<file path="src/design/mrrx_pkg.sv">
// package: constants, opcodes and carriers for the move/return/rotate execution block
package mrrx_pkg;

    // apb register byte offsets
    localparam logic [11:0] MRRX_CMD_OFF = 12'h000;
    localparam logic [11:0] MRRX_STATUS_OFF = 12'h004;
    localparam logic [11:0] MRRX_PC_OFF = 12'h008;
    localparam logic [11:0] MRRX_STACK_OFF = 12'h00c;
    localparam logic [11:0] MRRX_FILE_BASE = 12'h100;
    localparam logic [11:0] MRRX_FILE_LAST = 12'h2fc;

    // widths
    localparam int unsigned MRRX_PC_W = 11;
    localparam int unsigned MRRX_LEVEL_W = 4;
    localparam int unsigned MRRX_FILE_AW = 7;

    // status register field positions
    localparam int unsigned MRRX_STAT_Z_BIT = 8;
    localparam int unsigned MRRX_STAT_C_BIT = 9;
    localparam int unsigned MRRX_STAT_GIE_BIT = 10;

    // values after reset
    localparam logic [7:0] MRRX_WORK_RESET = 8'h00;
    localparam logic [10:0] MRRX_PC_RESET = 11'h000;
    localparam logic [3:0] MRRX_LEVEL_RESET = 4'h0;

    // instruction cycle counts, less one
    localparam logic MRRX_EXTRA_SINGLE = 1'b0;
    localparam logic MRRX_EXTRA_RETURN = 1'b1;

    typedef enum logic [2:0] {
        MRRX_OP_NOP = 3'b000,
        MRRX_OP_WORK_TO_FILE_MOVE = 3'b001,
        MRRX_OP_LITERAL_TO_WORK_LOAD = 3'b010,
        MRRX_OP_FILE_REGISTER_MOVE = 3'b011,
        MRRX_OP_INTERRUPT_RETURN_ENABLE = 3'b100,
        MRRX_OP_LITERAL_RETURN = 3'b101,
        MRRX_OP_ROTATE_LEFT_THROUGH_CARRY = 3'b110
    } mrrx_op_type;

    // command word: operand [11:4], destination select [3], opcode [2:0]
    typedef struct packed {
        logic [7:0] operand;
        logic dest;
        mrrx_op_type op;
    } mrrx_cmd_type;

    typedef struct packed {
        logic global_interrupt_enable;
        logic c;
        logic z;
    } mrrx_flags_type;

endpackage

</file>
<file path="src/design/mrrx_exec.sv">
// execution unit for moves, no-operation, stack returns and rotate-left through carry
//
// Functional notes
// RULE_01: work_to_file_move copies work into file register 0..127; no flags, one cycle.
// RULE_02: literal_to_work_load puts the 8-bit literal in work; no flags, one cycle.
// RULE_03: the no-operation only advances the program counter by one and takes one cycle.
// RULE_04: file_register_move writes work for dest 0 or the file for dest 1, in one cycle.
// RULE_05: file_register_move sets the zero flag from the moved value for either destination.
// RULE_06: interrupt_return_enable pops pc and sets global_interrupt_enable, two cycles.
// RULE_07: an interrupt_return_enable at stack level 2 takes entry 2 and leaves the level at 1.
// RULE_08: literal_return loads the literal into work and pops pc, two cycles.
// RULE_09: rotate_left_through_carry moves carry into bit 0, bits 6..0 up, bit 7 to carry.
// RULE_10: rotate_left_through_carry writes work or file by dest, changes only carry, 1 cycle.
// RULE_11: single-cycle ops advance pc by one; returns take pc only from the stack.
`timescale 1ns/1ps
`default_nettype none

module mrrx_exec
    import mrrx_pkg::*;
#(
    parameter int unsigned STACK_DEPTH = 8
) (
    // clock and reset
    input wire logic pclk,
    input wire logic presetn,
    // apb slave
    input wire logic psel,
    input wire logic penable,
    input wire logic pwrite,
    input wire logic [11:0] paddr,
    input wire logic [31:0] pwdata,
    input wire logic [3:0] pstrb,
    output logic [31:0] prdata,
    output logic pready,
    output logic pslverr
);

    // architectural state
    logic [7:0] work_register;
    mrrx_flags_type flags;
    logic [10:0] pc;
    logic [3:0] level;
    logic [7:0] file_mem [128];
    logic [10:0] stack_mem [STACK_DEPTH];

    // command sequencing
    mrrx_cmd_type cmd_q;
    logic busy;
    logic extra;
    logic rd_ready;

    // apb decode
    wire logic hit_cmd = (paddr == MRRX_CMD_OFF);
    wire logic hit_status = (paddr == MRRX_STATUS_OFF);
    wire logic hit_pc = (paddr == MRRX_PC_OFF);
    wire logic hit_stack = (paddr == MRRX_STACK_OFF);
    wire logic hit_file = (paddr >= MRRX_FILE_BASE) && (paddr <= MRRX_FILE_LAST)
        && (paddr[1:0] == 2'b00);
    wire logic hit_any = hit_cmd | hit_status | hit_pc | hit_stack | hit_file;
    wire logic [11:0] file_off = paddr - MRRX_FILE_BASE;
    wire logic [6:0] bus_file_idx = file_off[8:2];
    wire logic xfer_done = psel & penable & rd_ready;
    wire logic bus_wr = xfer_done & pwrite & (pstrb != 4'h0);
    wire mrrx_cmd_type wr_cmd = mrrx_cmd_type'(pwdata[11:0]);
    wire logic accept = bus_wr & hit_cmd;
    wire logic wr_return = (wr_cmd.op == MRRX_OP_INTERRUPT_RETURN_ENABLE)
        || (wr_cmd.op == MRRX_OP_LITERAL_RETURN);
    wire logic exec_fire = busy & (extra == 1'b0);

    // operand fetch and stack top
    wire logic [6:0] exec_idx = cmd_q.operand[6:0];
    wire logic [7:0] file_rd = file_mem[exec_idx];
    wire logic level_nz = (level != 4'h0);
    wire logic [3:0] top_idx = level_nz ? level - 4'h1 : 4'h0;
    wire logic [10:0] top_entry = stack_mem[top_idx[$clog2(STACK_DEPTH)-1:0]];
    wire logic [7:0] rot = {file_rd[6:0], flags.c}; // RULE_09
    wire logic stack_full = (32'(level) >= STACK_DEPTH);

    // read mux
    wire logic [31:0] rd_status = {16'h0000, level, busy, flags, work_register};
    wire logic [31:0] rd_pc = {21'h000000, pc};
    wire logic [31:0] rd_stack = {16'h0000, level, 1'b0, top_entry};
    wire logic [31:0] rd_cmd = {20'h00000, cmd_q};
    wire logic [31:0] rd_file = {24'h000000, file_mem[bus_file_idx]};
    wire logic [31:0] rd_mux = hit_cmd ? rd_cmd :
        hit_status ? rd_status :
        hit_pc ? rd_pc :
        hit_stack ? rd_stack :
        hit_file ? rd_file : 32'h00000000;

    assign pready = rd_ready;
    assign pslverr = rd_ready & ~hit_any;

    // execution results
    logic [7:0] next_work;
    mrrx_flags_type next_flags;
    logic [10:0] next_pc;
    logic [3:0] next_level;
    logic exec_we;
    logic [7:0] exec_wd;

    always_comb begin
        next_work = work_register;
        next_flags = flags;
        next_pc = pc + 11'h001; // RULE_11
        next_level = level;
        exec_we = 1'b0;
        exec_wd = work_register;
        unique case (cmd_q.op)
            MRRX_OP_NOP: begin
                next_work = work_register; // RULE_03
            end
            MRRX_OP_WORK_TO_FILE_MOVE: begin
                exec_we = 1'b1; // RULE_01
                exec_wd = work_register;
            end
            MRRX_OP_LITERAL_TO_WORK_LOAD: begin
                next_work = cmd_q.operand; // RULE_02
            end
            MRRX_OP_FILE_REGISTER_MOVE: begin
                next_flags.z = (file_rd == 8'h00); // RULE_05
                exec_we = cmd_q.dest; // RULE_04
                exec_wd = file_rd;
                if (!cmd_q.dest) begin
                    next_work = file_rd; // RULE_04
                end
            end
            MRRX_OP_INTERRUPT_RETURN_ENABLE: begin
                next_pc = top_entry; // RULE_06
                next_flags.global_interrupt_enable = 1'b1; // RULE_06
                next_level = level_nz ? level - 4'h1 : level; // RULE_07
            end
            MRRX_OP_LITERAL_RETURN: begin
                next_work = cmd_q.operand; // RULE_08
                next_pc = top_entry; // RULE_08
                next_level = level_nz ? level - 4'h1 : level; // RULE_08
            end
            MRRX_OP_ROTATE_LEFT_THROUGH_CARRY: begin
                next_flags.c = file_rd[7]; // RULE_09
                exec_we = cmd_q.dest; // RULE_10
                exec_wd = rot;
                if (!cmd_q.dest) begin
                    next_work = rot; // RULE_10
                end
            end
            default: begin
                // illegal opcode retires without effect
                next_pc = pc;
            end
        endcase
    end

    // apb wait state: read data is captured on the same edge that raises pready
    always_ff @(posedge pclk or negedge presetn) begin
        if (!presetn) begin
            rd_ready <= 1'b0;
            prdata <= 32'h00000000;
        end else if (xfer_done) begin
            rd_ready <= 1'b0;
        end else if (psel && penable && !busy) begin
            rd_ready <= 1'b1;
            prdata <= pwrite ? 32'h00000000 : rd_mux;
        end
    end

    // command acceptance and cycle counting
    always_ff @(posedge pclk or negedge presetn) begin
        if (!presetn) begin
            cmd_q <= '0;
            busy <= 1'b0;
            extra <= 1'b0;
        end else if (accept) begin
            cmd_q <= wr_cmd;
            busy <= 1'b1;
            extra <= wr_return ? MRRX_EXTRA_RETURN : MRRX_EXTRA_SINGLE; // RULE_06
        end else if (exec_fire) begin
            busy <= 1'b0;
        end else if (busy) begin
            extra <= 1'b0;
        end
    end

    // work register, flags, program counter and stack level
    always_ff @(posedge pclk or negedge presetn) begin
        if (!presetn) begin
            work_register <= MRRX_WORK_RESET;
            flags <= '0;
            pc <= MRRX_PC_RESET;
            level <= MRRX_LEVEL_RESET;
        end else if (exec_fire) begin
            work_register <= next_work;
            flags <= next_flags;
            pc <= next_pc;
            level <= next_level;
        end else if (bus_wr && hit_status) begin
            flags.z <= pwdata[MRRX_STAT_Z_BIT];
            flags.c <= pwdata[MRRX_STAT_C_BIT];
            flags.global_interrupt_enable <= pwdata[MRRX_STAT_GIE_BIT];
        end else if (bus_wr && hit_pc) begin
            pc <= pwdata[10:0];
        end else if (bus_wr && hit_stack && !stack_full) begin
            level <= level + 4'h1;
        end
    end

    // stack entries are pushed by software in place of a call
    always_ff @(posedge pclk) begin
        if (bus_wr && hit_stack && !stack_full) begin
            stack_mem[level[$clog2(STACK_DEPTH)-1:0]] <= pwdata[10:0];
        end
    end

    // file registers, written by execution or by the bus
    always_ff @(posedge pclk) begin
        if (exec_fire && exec_we) begin
            file_mem[exec_idx] <= exec_wd; // RULE_01
        end else if (bus_wr && hit_file) begin
            file_mem[bus_file_idx] <= pwdata[7:0];
        end
    end
endmodule

`default_nettype wire

</file>
<file path="config.mk">
export PLATFORM = sky130hd
export DESIGN_NAME = mrrx_exec
export DESIGN_NICKNAME = d
export VERILOG_FILES = /design/src/design/mrrx_pkg.sv /design/src/design/mrrx_exec.sv
export SDC_FILE = /design/constraint.sdc
export NUM_CORES = 2
export LEC_CHECK = 0
export BUFFER_PORTS_ARGS = -buffer_cell sky130_fd_sc_hd__buf_4
export CORE_UTILIZATION = 57
export DETAILED_ROUTE_END_ITERATION = 12
export GPL_ROUTABILITY_DRIVEN = 0
export PLACE_DENSITY_LB_ADDON = 0.12
export SKIP_CTS_REPAIR_TIMING = 1
export SLEW_MARGIN = 20
export SYNTH_ARGS = -nofsm -noshare
export SYNTH_HDL_FRONTEND = slang
export SYNTH_SLANG_ARGS = --single-unit
</file>
<file path="constraint.sdc">
create_clock -name pclk -period 7.1 [get_ports pclk]
set_input_delay 0.355 -clock pclk [delete_from_list [all_inputs] [get_ports pclk]]
set_output_delay 0.355 -clock pclk [all_outputs]
set_load 0.01 [all_outputs]
</file>
==> qor.csv <==
metric,value,unit
"slowest stage delay, CP",880,ps
Setup-failing EPs final,0,
FF/Latch Area,34800,um2
"top cells by area, synth","edfxtp_1 (60%), mux4_2 (20%), mux2i_1 (4.5%), dfrtp_1 (2.6%), nor2_1 (1.4%)",
Final Instance Area,61300,um2
CTS tree,built,
Tot Pwr,14.3,mW
DR iter-0 viols,4979,
area of the multi-input gates,19500,um2
RSZ-0062 raised after global routing,no,
final max-slew violation count,0,
I/O pin total,87,
top cell type's share of synthesized area,60.1,%
hold crit path type,in2reg,
FILL cells,6830,
Final HPWL DP,114000,um
Hold WS,94.8,ps
Die X,314,um
PortBufs,50,
CTS max path bufs,3,
total track usage,35.6,%
"FFs w/ async S/R, synth",4.88,%
Mapped Area,55600,um2
clk root buf,clkbuf_16,
setup TNS,0,ps
yosys synthesis warning count,0,
sequential share of the synthesized area,62.6,%
Routed Wire Length,173000,um
WL per Instance,37.6,um
most common cell in the netlist,edfxtp_1,
DR pass1 iterations,10,
CP max FO,70,
Pleak,18.6,nW
Starting Density,57.5,%
Yosys cell types,68,
Synth top cells by count,"edfxtp_1 (1,112), mux4_2 (486), mux2i_1 (250), nor2_1 (205), nand2_1 (157)",
Synth Flop Type,edfxtp_1,
Yosys reg bits,1169,
number of synthesized flops with an enable pin,1112,
fraction of layout cells with a size suffix above 1,26.4,%
grt total ovfl,0,
Peak VDD IR,0.215,mV
"Largest delay share family, worst path",compound AO/OA/AOI/OAI gates,
Mapped Cells,3190,
largest net degree at the start of global routing,129,
startpoint types,flip-flop,
cell taking the most area after synthesis,edfxtp_1,
TritonCTS Buffers,119,
global-route wire length before repair,247000,um
Residual DRC,0,
Final nets,3288,
clock skew,33.3,ps
Vias/cell,7.39,
Die H,314,um
WP data required,7500,ps
max_cap viols,0,
routed vias,34100,
ANT nets after route,0,
Syn-to-layout area delta,10.3,%
DP Area,57200,um2
WS Path Type,reg2reg,
initial antenna violation count,3,
crit end category,flip-flop,
# rows,114,
Avg Synthesized Cell Area,17.4,um2
Relative slew margins,17.6,%
worst reg-to-reg setup slack,980,ps
vias in the first global route,33600,
DIE AREA,98800,um2
Final period util,86.2,%
Power Density,233,nW/um2
Core Area,96700,um2
Clock H-tree levels,3,
clk sinks,1169,
Fmax,0.163,GHz
crit path DAT,6520,ps
status,finished clean,
fin crit period,6120,ps
Worst Path Buf+Inv,3,
CTS clock-pin slew for the worst setup and hold paths,70,ps
CP max stage cell,dfrtp_4,
final hold vios,0,
Worst Tran Pin Value,1230,ps
clk_lat worst skew,730,ps
CP cell instances,nand2_2 -> buf_4 -> o221ai_1 -> a21oi_1 -> o21ai_0 -> o21ai_0 -> o21ai_0 -> a21oi_1 -> a21oi_4 -> buf_4 -> buf_4,
[cells by family after synthesis]
kind of cell,after synthesis,synth area share (%)
xor+xnor,14,0.221
buf+inv,278,2.76
flops,1169,62.6
mux,751,24.5
other cells,1,0.00674
compound gates,439,5.53
fa+ha+maj,3,0.0675
simple gates,535,4.31
[per-layer routing]
metal | global-route usage [%] | share of wire [%] | vias up
li1 | - | - | 13400
met1 | 47.1 | 35 | 17800
met2 | 56.0 | 47 | 2399
met3 | 8.23 | 11 | 501
met4 | 18.1 | 6.4 | 6
met5 | 0.338 | 0.048 | -
[cell usage in the layout, fill, tap and decap left out, types with 10 or more instances in the layout]
cell type and count:
bufinv_16 14, mux4_2 486, and3_1 10, o21a_1 10
nor2_2 11, mux2_2 15, mux2i_1 250, clkbuf_1 19
o22ai_1 40, a22oi_1 34, dfrtp_1 52, a31oi_1 27
a221oi_1 26, nand2b_1 15, o221ai_1 60, o211ai_1 19
clkinv_2 33, nor3_1 20, inv_1 10, nor2_1 195
a21oi_1 66, edfxtp_1 1112, dlygate4sd3_1 15, o21ai_0 56
clkinv_1 29, and2_1 10, nand2_1 156, xor2_1 10
nor2b_1 20, conb_1 16, nor4_1 14, nand3_1 43
a211oi_1 30, clkbuf_16 123, buf_4 142
[registers in the layout (all words and copies together), names as in the netlist]
name,cells
busy,1
cmd_q,12
extra,1
file_mem,1024
flags,3
level,4
pc,11
prdata,16
pready,1
stack_mem,88
work_register,8
[path summary, 6_finish.rpt]
| kind | start | endpoint | cells past startpoint |
|---|---|---|---|
| min in group asynchronous | presetn | level[3] | 2 |
| min | pwrite | prdata[11] | 3 |
| max in group asynchronous | presetn | cmd_q[5] | 2 |
| max reg2reg | cmd_q[6] | file_mem[32][5] | 11 |
| max | cmd_q[6] | file_mem[32][5] | 11 |
| min reg2reg | prdata[11] | prdata[11] | 2 |
[report_power, final]
part           internal [mW]  total, mW  switching, mW
Sequential              7.45       7.45        0.00314
Clock                   3.66       6.34           2.68
Combinational          0.220      0.523          0.302
[per-stage QoR]
stage                     utilization, %  setup WS (ps)  std cells
after CTS                           63.2           1260       4596
after detailed placement            59.2           1300       4371
after global placement              59.2           1510       4371
after floorplan                        -           58.2       3205
final                               63.4            979       4613
after global routing                63.4           1050       4612
[worst min-delay path, stage by stage]
cell     delay, ps
buf_4           90
or2_2          230
o41ai_1        100
[area by class of cell]
class	instances	share of cell area, %
antenna	1	0.00408
clock buffer	142	5.14
clock inverter	83	1.25
inverter	14	0.0857
multi-input combinational	1758	31.8
sequential	1169	56.8
tap	1276	2.60
timing repair buffer	170	2.36
(Power assumes the default switching activity.)
